**src/design/pmlhc_pkg.sv**
```systemverilog
// Package of the power-mode and limp-home controller.
// Assumes a single 100 MHz clock domain and no software-visible registers.
package pmlhc_pkg;

  // ****************************************************************
  // Sizes
  // ****************************************************************
  localparam int unsigned PMLHC_NUM_CH = 4;
  localparam int unsigned PMLHC_SYNC_STAGES = 2;

  // ****************************************************************
  // Channel modes held in the serial registers
  // ****************************************************************
  typedef enum logic [1:0] {
    PMLHC_CH_OFF_NODIAG = 2'h0,
    PMLHC_CH_DIRECT = 2'h1,
    PMLHC_CH_ON_DIAG = 2'h2,
    PMLHC_CH_OFF_DIAG = 2'h3
  } pmlhc_chmode_t;

  localparam logic [1:0] PMLHC_CH_RESET = 2'h0;

  // ****************************************************************
  // Power modes
  // ****************************************************************
  typedef enum logic [1:0] {
    PMLHC_SLEEP = 2'h0,
    PMLHC_IDLE = 2'h1,
    PMLHC_ON = 2'h2,
    PMLHC_LIMP = 2'h3
  } pmlhc_mode_t;

  // Channel configuration write from the serial slave
  typedef struct packed {
    logic valid;
    logic [1:0] ch_sel;
    logic [1:0] mode;
  } pmlhc_cfg_wr_t;

endpackage : pmlhc_pkg

```
**src/design/pmlhc_ctrl.sv**
```systemverilog
// Power-mode and limp-home controller of a four-channel low-side switch.
// Assumes a serial slave on clk that reports frames and channel writes.
//
// Overview of operation
// - After power-on reset, registers go to defaults and the device sits idle.
// - While reset pin is low, all registers are held at defaults.
// - Reset pin low with limp-home low means sleep; sleep clears registers.
// - Idle mode keeps all channels off with no diagnosis active.
// - On mode drives enabled channels with diagnostic currents active.
// - Limp-home pin high forces limp-home mode regardless of other inputs.
// - Limp-home clears registers and routes each direct input to its channel.
// - Serial channel commands are ignored during limp-home.
// - Limp-home overrides reset pin and wakes device from sleep.
// - Every frame during limp-home is answered with the error flag set.
// - Leaving limp-home resets registers, then sleep or on mode.
// - First frame after limp-home is answered with the error flag set.
// - All channels off without diagnosis puts the device into idle once no limp-home error flag is pending.
`timescale 1ns/1ps
module pmlhc_ctrl
  import pmlhc_pkg::*;
#(
  parameter int unsigned NUM_CH = PMLHC_NUM_CH
) (
  input wire logic clk,
  input wire logic reset_n,
  input wire logic rst_pin_n,
  input wire logic limp_home_input,
  input wire logic [NUM_CH-1:0] direct_input_pin,
  input wire pmlhc_cfg_wr_t cfg_wr,
  input wire logic frame_start,
  output logic transmission_error_flag,
  output logic spi_enable,
  output logic reg_reset,
  output logic [NUM_CH-1:0] channel_output,
  output logic [NUM_CH-1:0] diag_enable,
  output pmlhc_mode_t power_mode
);

  // ****************************************************************
  // Pin synchronisers
  // ****************************************************************
  // Pins are asynchronous to clk; stage one feeds only stage two.
  logic [1:0] lhi_s1_r, lhi_s1_nxt;
  logic [1:0] lhi_s2_r, lhi_s2_nxt;
  logic [NUM_CH-1:0] din_s1_r, din_s1_nxt;
  logic [NUM_CH-1:0] din_s2_r, din_s2_nxt;

  always_comb begin
    lhi_s1_nxt = {rst_pin_n, limp_home_input};
    lhi_s2_nxt = lhi_s1_r;
    din_s1_nxt = direct_input_pin;
    din_s2_nxt = din_s1_r;
  end

  always_ff @(posedge clk or negedge reset_n) begin
    if (!reset_n) begin
      // Reset pin stages start released, so power-on stays idle
      lhi_s1_r <= 2'h2;
      lhi_s2_r <= 2'h2;
      din_s1_r <= '0;
      din_s2_r <= '0;
    end else begin
      lhi_s1_r <= lhi_s1_nxt;
      lhi_s2_r <= lhi_s2_nxt;
      din_s1_r <= din_s1_nxt;
      din_s2_r <= din_s2_nxt;
    end
  end

  logic lhi_q;
  logic rst_q_n;
  assign lhi_q = lhi_s2_r[0];
  assign rst_q_n = lhi_s2_r[1];

  // ****************************************************************
  // Mode machine and channel registers
  // ****************************************************************
  pmlhc_mode_t mode_r, mode_nxt;
  logic [1:0] chm_r [NUM_CH];
  logic [1:0] chm_nxt [NUM_CH];
  logic ter_pend_r, ter_pend_nxt;
  logic ter_r, ter_nxt;
  logic [NUM_CH-1:0] out_r, out_nxt;
  logic [NUM_CH-1:0] diag_r, diag_nxt;
  logic clr;
  logic all_off;

  always_comb begin
    all_off = 1'b1;
    for (int i = 0; i < NUM_CH; i++) begin
      if (chm_r[i] != PMLHC_CH_OFF_NODIAG) begin
        all_off = 1'b0;
      end
    end
  end

  always_comb begin
    mode_nxt = mode_r;
    unique case (mode_r)
      PMLHC_SLEEP: begin
        if (rst_q_n) begin
          mode_nxt = PMLHC_IDLE;
        end
      end
      PMLHC_IDLE: begin
        if (!rst_q_n) begin
          mode_nxt = PMLHC_SLEEP;
        end else if (!all_off) begin
          mode_nxt = PMLHC_ON;
        end
      end
      PMLHC_ON: begin
        if (!rst_q_n) begin
          mode_nxt = PMLHC_SLEEP;
        end else if (all_off && !ter_pend_r) begin
          mode_nxt = PMLHC_IDLE;
        end
      end
      PMLHC_LIMP: begin
        if (!lhi_q) begin
          // Stay on with diagnosis until the pending error is reported
          mode_nxt = rst_q_n ? PMLHC_ON : PMLHC_SLEEP;
        end
      end
    endcase
    if (lhi_q) begin
      mode_nxt = PMLHC_LIMP;
    end
  end

  // Registers clear in sleep, in limp-home and on leaving limp-home
  assign clr = (mode_r == PMLHC_SLEEP) || (mode_r == PMLHC_LIMP) ||
               (mode_nxt == PMLHC_LIMP) || !rst_q_n;

  always_comb begin
    for (int i = 0; i < NUM_CH; i++) begin
      chm_nxt[i] = chm_r[i];
      if (clr) begin
        chm_nxt[i] = PMLHC_CH_RESET;
      end else if (cfg_wr.valid && (cfg_wr.ch_sel == 2'(i))) begin
        chm_nxt[i] = cfg_wr.mode;
      end
    end
  end

  always_comb begin
    ter_pend_nxt = ter_pend_r;
    ter_nxt = ter_r;
    if (frame_start && (mode_r != PMLHC_SLEEP)) begin
      ter_nxt = (mode_r == PMLHC_LIMP) || ter_pend_r;
      ter_pend_nxt = 1'b0;
    end
    // Leaving limp-home wins over a frame in the same cycle
    if ((mode_r == PMLHC_LIMP) && !lhi_q) begin
      ter_pend_nxt = 1'b1;
    end
    if (mode_r == PMLHC_SLEEP) begin
      ter_nxt = 1'b0;
    end
  end

  always_comb begin
    out_nxt = '0;
    diag_nxt = '0;
    unique case (mode_r)
      PMLHC_LIMP: begin
        out_nxt = din_s2_r;
      end
      PMLHC_ON: begin
        for (int i = 0; i < NUM_CH; i++) begin
          diag_nxt[i] = 1'b1;
          unique case (chm_r[i])
            PMLHC_CH_ON_DIAG: out_nxt[i] = 1'b1;
            PMLHC_CH_DIRECT: out_nxt[i] = din_s2_r[i];
            PMLHC_CH_OFF_DIAG: out_nxt[i] = 1'b0;
            PMLHC_CH_OFF_NODIAG: diag_nxt[i] = 1'b0;
          endcase
        end
        if (all_off) begin
          diag_nxt = {NUM_CH{1'b1}};
        end
      end
      PMLHC_SLEEP, PMLHC_IDLE: begin
        out_nxt = '0;
        diag_nxt = '0;
      end
    endcase
  end

  always_ff @(posedge clk or negedge reset_n) begin
    if (!reset_n) begin
      mode_r <= PMLHC_IDLE;
      for (int i = 0; i < NUM_CH; i++) begin
        chm_r[i] <= PMLHC_CH_RESET;
      end
      ter_pend_r <= 1'b0;
      ter_r <= 1'b0;
      out_r <= '0;
      diag_r <= '0;
    end else begin
      mode_r <= mode_nxt;
      for (int i = 0; i < NUM_CH; i++) begin
        chm_r[i] <= chm_nxt[i];
      end
      ter_pend_r <= ter_pend_nxt;
      ter_r <= ter_nxt;
      out_r <= out_nxt;
      diag_r <= diag_nxt;
    end
  end

  // ****************************************************************
  // Outputs
  // ****************************************************************
  assign transmission_error_flag = ter_r;
  assign spi_enable = (mode_r != PMLHC_SLEEP);
  assign reg_reset = clr;
  assign channel_output = out_r;
  assign diag_enable = diag_r;
  assign power_mode = mode_r;

endmodule : pmlhc_ctrl

```
**config.mk**
```make
export PLATFORM = sky130hd
export DESIGN_NAME = pmlhc_ctrl
export DESIGN_NICKNAME = d
export VERILOG_FILES = /design/src/design/pmlhc_pkg.sv /design/src/design/pmlhc_ctrl.sv
export SDC_FILE = /design/constraint.sdc
export NUM_CORES = 1
export LEC_CHECK = 0
export ABC_AREA = 1
export ABC_CLOCK_PERIOD_IN_PS = 3500
export BUFFER_PORTS_ARGS = -buffer_cell sky130_fd_sc_hd__buf_2
export CORE_ASPECT_RATIO = 0.8
export CORE_MARGIN = 2
export CORE_UTILIZATION = 40
export DETAILED_ROUTE_END_ITERATION = 16
export PLACE_DENSITY = 0.66
export SYNTH_ARGS = -nofsm -noshare
export SYNTH_HDL_FRONTEND = slang
export SYNTH_SLANG_ARGS = --single-unit
```
**constraint.sdc**
```tcl
create_clock -name clk -period 3.5 [get_ports clk]
set_input_delay 0.525 -clock clk [delete_from_list [all_inputs] [get_ports clk]]
set_output_delay 0.525 -clock clk [all_outputs]
set_load 0.01 [all_outputs]
```
==> summary.md, run 1 <==
| Metric | Value |
|---|---|
| Final setup violation count | 0 |
| Mapped Cells | 162 |
| Die area | 4420 sq um |
| CTS tree | built |
| Vias | 1105 |
| Largest fanout on the critical path | 17 |
| Diodes inserted | 0 |
| Post-Place Worst Slack | 1.25 ns |
| CTS buffer count | 5 |
| Yosys Warn Count | 0 |
| Sequential share of the synthesized area | 51.5% |
| Average cell area after synthesis | 9.64 sq um |
| Die Wd | 73.9 um |
| Num Clock Sinks | 32 |
| HP Class | input port to asynchronous set/reset pin |
| Drt first pass iters | 4 |
| Initial antenna violation count | 0 |
| Vias/cell | 4.46 |
| Maximum VDD drop | 0.222 mV |
| Yosys top cell by area | dfrtp_1 |
| RD Place Congestion | 0.737 |
| Hold_buf cts | 0 |
| DRC viols | 0 |
| Fin. max-slew vios | 0 |
| CP arrival | 2.04 ns |
| Worst path cell trace | inv_1 -> ha_1 -> inv_1 -> nand2_1 -> nand2_1 -> nand2_1 -> nand2_1 -> nand2_2 -> nand2_4 -> nand2_1 -> buf_2 |
| # port buffers | 26 |
| Final setup margin | 0.933 ns |
| Fillers | 351 |
| Worst-path clk slew | 0.07 ns |
| Number of global-route vias before repair | 1011 |
| Most frequent cells in the layout | 31 x inv_1, 29 x dfrtp_1, 27 x nand2_1, 26 x buf_2, 17 x nand4_1 |
| Post_cts resized | 0 |
| Unique masters post-synth | 22 |
| Required time worst endpoint | 2.97 ns |
| RSZ-0062 raised after global routing | false |
| Largest net degree at the start of global routing | 33 |
| Die H | 59.9 um |
| Rel. slew slack | 54.6% |
| Fin util | 49.3% |
| CP startpoint kind | register |
| Total Routing Usage GR | 13.5% |
| Clock Latency Late Sink | 0.29 ns |
| Area delta synth->final | 19.2% |
| Fmax | 390 MHz |
| DP HPWL | 1940 um |
| Num rows | 20 |
| Worst-Margin Slew | 0.681 ns |
| Area of the multi-input gates | 612 sq um |
| Setup Total Neg Slack | 0 ns |
| Routed len/inst | 10.5 um |
| Syn_nets | 192 |
| CP peak stage delay | 0.56 ns |
| Commonest non-fill, non-tap cell in the layout | inv_1 |
| Iteration-0 DRC Markers | 47 |
| Final hold viol count | 0 |
| Mapped Area | 1560 sq um |
| Total Wirelength | 2590 um |
| Critical Path Sink Type | primary output |
| CTS Root Cell | clkbuf_8 |
| H-Tree Depth | 2 |
| First-pass GRT wire length | 4280 um |
| Leak Pwr | 1.00 nW |
| Final period util | 73.3% |
| Layout net count | 222 |
| Core box area | 3780 sq um |
| CTS max path bufs | 2 |
| I/O pins | 27 |
| Critical-path top delay cell | dfstp_2 |
| Crit path top cell by count | nand2_1 |
| Fin crit period | 2.57 ns |
| FF+latch count, synth | 32 |
| Register area | 805 sq um |
| Top cells by area, synth | dfrtp_1 46%, ha_1 13%, inv_1 7.5% |
| Status | finished clean |
| Share of Yosys cell area claimed by the top area cell type | 46.5% |
| Share of cells above drive strength 1 | 22.3% |
| Clk_skew | 0.0105 ns |
| Initial core utilization | 41.3% |
| # Max-Cap Violations | 0 |
| Postcts setup bufs | 0 |
| GRT Residual Overflow | 0 |
| Antenna Violating Nets Remaining | 0 |
| Crit path kind | register to primary output |
| PwrDens | 506 nW/um^2 |
-- state kept, by name, summed over array words and instances, names as in the netlist --
register / cells
transmission_error_flag: 1
din_s1_r: 4
din_s2_r: 4
lhi_s2_r: 2
lhi_s1_r: 2
power_mode: 2
ter_pend_r: 1
diag_enable: 4
channel_output: 4
chm_r: 8
-- per-stage QoR --
| step | hold WS, ns | std cells | instance area (sq um) | power (mW) |
|---|---|---|---|---|
| 3_3_place_gp | 0.332 | 240 | 1740 | 0.564 |
| 3_5_place_dp | 0.338 | 240 | 1740 | 0.565 |
| 5_1_grt | 0.310 | 248 | 1860 | 0.999 |
| 4_1_cts | 0.287 | 248 | 1860 | 0.958 |
| 6_report | 0.271 | 248 | 1860 | 0.942 |
| 2_1_floorplan | 0.229 | 162 | 1560 | 0.517 |
-- path summary, 6_finish.rpt --
kind | startpoint | to | slack (ns) | cells past startpoint
max in group asynchronous | reset_n | transmission_error_flag | 2.79 | 1
setup reg to reg | power_mode[0] | chm_r[4] | 1.69 | 11
hold / removal | reset_n | chm_r[7] | 0.27 | 1
setup / recovery | power_mode[0] | reg_reset | 0.93 | 11
hold reg to reg | din_s1_r[1] | din_s2_r[1] | 0.35 | 0
min in group clk | rst_pin_n | lhi_s1_r[1] | 0.33 | 1
-- where the power goes --
part | internal, mW | switching [mW] | leakage (nW) | total [mW]
clock | 0.251 | 0.134 | 0.0645 | 0.385
combinational | 0.0490 | 0.0954 | 0.537 | 0.144
sequential | 0.400 | 0.0126 | 0.399 | 0.412
total | 0.700 | 0.242 | 1.00 | 0.942
-- synth_stat cells --
| master | n |
|---|---|
| a21oi_1 | 6 |
| a31oi_1 | 1 |
| buf_2 | 2 |
| buf_8 | 1 |
| clkinv_1 | 1 |
| dfrtp_1 | 29 |
| dfstp_2 | 3 |
| ha_1 | 16 |
| inv_1 | 31 |
| nand2_1 | 27 |
| nand2_2 | 2 |
| nand2_4 | 1 |
| nand3_1 | 5 |
| nand3_2 | 1 |
| nand4_1 | 17 |
| nand4_2 | 1 |
| nor2_1 | 2 |
| nor2_4 | 1 |
| nor3_1 | 4 |
| o21ai_0 | 9 |
| o21ai_1 | 1 |
| o31ai_1 | 1 |
-- worst max-delay path: cells and delay by family (launching register included) --
family                   cells  cell delay, ns
adder cells (fa/ha/maj)      1            0.32
buffers and inverters        3            0.36
flip-flops                   1            0.56
AND/OR/NAND/NOR              7            0.50
-- layout make-up --
cell class	instances	area share, %
Inverter	32	6.45
Multi-Input combinational cell	95	32.9
Clock buffer	7	5.17
Sequential cell	32	43.2
Timing Repair Buffer	26	6.99
Tap cell	55	3.70
Clock inverter	1	1.61
-- logic make-up after synthesis --
group           synth area share (%)
simple gates                    20.4
buf+inv                         9.29
flops                           51.5
compound gates                  6.01
fa+ha+maj                       12.8
-- per-layer routing --
layer | global-route usage [%] | vias to the layer above | routed length, um
met1 | 14.9 | 494 | 1230
met5 | 0 | - | 0
met4 | 5.45 | 0 | 44
met2 | 21.9 | 17 | 1180
li1 | - | 588 | -
met3 | 7.25 | 6 | 141
Power figures use the tool's default switching activity.
==> run 2: changes to the inputs <==
--- a/config.mk
+++ b/config.mk
@@ -5,14 +5,14 @@
 export SDC_FILE = /design/constraint.sdc
 export NUM_CORES = 1
 export LEC_CHECK = 0
-export ABC_AREA = 1
-export ABC_CLOCK_PERIOD_IN_PS = 3500
+export ABC_AREA = 0
+export ABC_CLOCK_PERIOD_IN_PS = 2600
 export BUFFER_PORTS_ARGS = -buffer_cell sky130_fd_sc_hd__buf_2
 export CORE_ASPECT_RATIO = 0.8
 export CORE_MARGIN = 2
 export CORE_UTILIZATION = 40
 export DETAILED_ROUTE_END_ITERATION = 16
-export PLACE_DENSITY = 0.66
+export PLACE_DENSITY = 0.67
 export SYNTH_ARGS = -nofsm -noshare
 export SYNTH_HDL_FRONTEND = slang
 export SYNTH_SLANG_ARGS = --single-unit
==> constraint.sdc (replaced) <==
create_clock -name clk -period 2.6 [get_ports clk]
set_input_delay 0.39 -clock clk [delete_from_list [all_inputs] [get_ports clk]]
set_output_delay 0.39 -clock clk [all_outputs]
set_load 0.01 [all_outputs]
==> summary.md, run 2 <==
| Metric | Value |
|---|---|
| Status | finished clean |
| H-Tree Depth | 2 (unchanged) |
| Top reg by flops | chm_r |
| Fin crit period | 2.47 ns |
| Die Wd | 72.0 um (-2.5%) |
| CTS Root Cell | clkbuf_8 |
| Diodes inserted | 0 (unchanged) |
| Core box area | 3490 sq um (-7.5%) |
| DP HPWL | 2120 um (+9.4%) |
| Top cells by area, synth | dfrtp_1 49%, ha_1 14%, dfstp_2 5.3% |
| Share of Yosys cell area claimed by the top area cell type | 49.0% (+2.5 points) |
| Leak Pwr | 0.860 nW (-14%) |
| Clk_skew | 0.00539 ns (-0.00511 ns) |
| GRT Residual Overflow | 0 (unchanged) |
| HP Class | input port to asynchronous set/reset pin |
| Unique masters post-synth | 26 (+18%) |
| Largest register FFs | 8 (unchanged) |
| CTS tree | built |
| Total Routing Usage GR | 15.9% (+2.4 points) |
| RSZ-0062 raised after global routing | false |
| CP startpoint kind | register |
| CTS max path bufs | 2 (unchanged) |
| Comb pwr share | 16.6% (+1.3 points) |
| Routed len/inst | 14.1 um (+35%) |
| Vias | 1041 (-5.8%) |
| Cell internal pwr | 910 uW (+30%) |
| Worst-path clk slew | 0.07 ns (about the same) |
| Syn_nets | 160 (-17%) |
| Num Clock Sinks | 32 (unchanged) |
| FF+latch count, synth | 32 (unchanged) |
| Clock Latency Late Sink | 0.29 ns (about the same) |
| Fillers | 318 (-9.4%) |
| Final period util | 94.8% |
| Fmax | 406 MHz |
| Iteration-0 DRC Markers | 39 (-17%) |
| Top cells by count, synth | 29 x dfrtp_1, 16 x ha_1, 13 x inv_1 |
| Rel. slew slack | 53.4% (-1.2 points) |
| Drt first pass iters | 4 (unchanged) |
| Fin util | 50.8% (+1.6 points) |
| Share of cells above drive strength 1 | 25.6% (+3.3 points) |
| Primary FF master, synth | dfrtp_1 |
| # port buffers | 26 (unchanged) |
| Most frequent cell after synthesis | dfrtp_1 |
| Final hold slack | 0.143 ns (-0.127 ns) |
| Yosys Warn Count | 0 (unchanged) |
| Crit path kind | register to primary output |
| Mapped Cells | 130 (-20%) |
| Total Wirelength | 2910 um (+12%) |
| Layout net count | 193 (-13%) |
| Commonest non-fill, non-tap cell in the layout | dfrtp_1 |
| First-pass GRT wire length | 4830 um (+13%) |
| Antenna Violating Nets Remaining | 0 (unchanged) |
| Die H | 58.4 um (-2.4%) |
| Number of global-route vias before repair | 1072 (+6.0%) |
| Hold_buf cts | 0 (unchanged) |
| Most frequent cells in the layout | 29 x dfrtp_1, 26 x buf_2, 15 x ha_1, 13 x inv_1, 12 x a21oi_1 |
| Num rows | 19 (-5.0%) |
| Largest net degree at the start of global routing | 33 (unchanged) |
| Post-synth EDFFs | 0 (unchanged) |
| I/O pins | 27 (unchanged) |
| CTS buffer count | 5 (unchanged) |
| # Max-Cap Violations | 0 (unchanged) |
| Reg power frac | 45.4% (+1.6 points) |
| Fin. max-slew vios | 0 (unchanged) |
| Setup Total Neg Slack | 0 ns (unchanged) |
| PwrDens | 703 nW/um^2 (+39%) |
| Synth async-reset ratio | 100% (unchanged) |
| Area delta synth->final | 19.9% |
| Required time worst endpoint | 2.21 ns (-0.76 ns) |
| Maximum VDD drop | 0.441 mV (+99%) |
| Clock network power share | 37.9% (-3.0 points) |
| CP arrival | 2.08 ns (+0.04 ns) |
| Switching Fraction | 27.1% (+1.4 points) |
| Largest fanout on the critical path | 12 (-5) |
| Final setup violation count | 0 (unchanged) |
| DRC viols | 0 (unchanged) |
| Vias/cell | 5.05 (+13%) |
| Net Switching | 339 uW (+40%) |
| Initial core utilization | 42.4% (+1.1 points) |
| RD Place Congestion | 0.839 (+14%) |
| Mapped Area | 1480 sq um (-5.1%) |
| Final hold viol count | 0 (unchanged) |
| Sequential share of the synthesized area | 54.3% (+2.8 points) |
| Die area | 4210 sq um (-4.8%) |
| Average cell area after synthesis | 11.4 sq um (+18%) |
| Critical Path Sink Type | primary output |
| Worst-Margin Slew | 0.699 ns (+0.0186 ns) |
| Yosys top cell by area | dfrtp_1 |
| Initial antenna violation count | 0 (unchanged) |
## run 2: cell count changes in the layout (fill, tap and decap cells not counted), moves of 3 or more
cell / before / now
inv_1: 31 / 13
o21ai_0: 9 / 6
a22oi_1: 0 / 4
mux2i_1: 0 / 6
a21boi_0: 0 / 4
nand4_1: 17 / 1
nand3b_1: 0 / 4
nor3_1: 4 / 0
nor2_1: 2 / 5
a21oi_1: 6 / 12
nand2_1: 27 / 11
nand3_1: 5 / 2
## run 2: logic make-up after synthesis
| family | after synthesis | synth area share (%) |
|---|---|---|
| multiplexers | 6 | 4.05 |
| AND/OR/NAND/NOR | 26 | 8.53 |
| adder cells (fa/ha/maj) | 16 | 13.5 |
| flip-flops | 32 | 54.3 |
| AO/OA/AOI/OAI | 35 | 15.2 |
| buffers and inverters | 15 | 4.39 |
## run 2: layout make-up
| type | instances | area, sq um | share of cell area [%] |
|---|---|---|---|
| multi-input cells | 83 | 614 | 34.6 |
| clock inverters | 3 | 42.5 | 2.39 |
| clock buffers | 5 | 68.8 | 3.87 |
| well taps | 42 | 52.6 | 2.96 |
| flip-flops and latches | 32 | 805 | 45.3 |
| inverters | 13 | 48.8 | 2.75 |
| repair buffers | 28 | 145 | 8.17 |
## run 2: layer usage
metal / track usage [%] / wire, um
met3: 6.68 / 125
met4: 8.09 / 38
met2: 25.5 / 1410
met1: 18.4 / 1340
met5: 0 / 0
## run 2: power by group through the flow
| stage | sequential, mW | combinational [mW] | clock, mW |
|---|---|---|---|
| finish | 0.568 | 0.208 | 0.474 |
| global route | 0.574 | 0.233 | 0.506 |
| detailed placement | 0.577 | 0.203 | 0 |
| floorplan | 0.587 | 0.112 | 0 |
| CTS | 0.568 | 0.203 | 0.481 |
| global placement | 0.575 | 0.195 | 0 |
## run 2: critical path: stages (launching register included)
cell and delay [ns]:
dfstp_2 0.59, inv_1 0.09, ha_2 0.27, a21o_1 0.19, a21oi_2 0.18, o21ai_2 0.14
and2_1 0.19, buf_2 0.13
## run 2: repair_timing
action	CTS	global route
setup endpoints to repair	0	1
gates resized for setup	0	1
setup buffers	0	2
## run 2: worst paths after layout
check,to,depth (start not counted),startpoint,slack [ns]
setup / recovery,reg_reset,7,power_mode[0],0.13
setup reg to reg,power_mode[1],6,power_mode[0],0.79
max in group asynchronous,channel_output[2],1,reset_n,2.00
hold / removal,chm_r[6],1,reset_n,0.14
min in group clk,lhi_s1_r[1],1,rst_pin_n,0.20
hold reg to reg,din_s2_r[2],0,din_s1_r[2],0.35
## run 2: metrics by stage
step           area (sq um)  worst slack, ns  power (mW)  std cells
2_1_floorplan          1480            0.583       0.699        130
3_3_place_gp           1650            0.431       0.771        196
3_5_place_dp           1650            0.324       0.780        196
4_1_cts                1760          0.00724        1.25        204
5_1_grt                1780           0.0217        1.31        206
6_report               1780            0.134        1.25        206
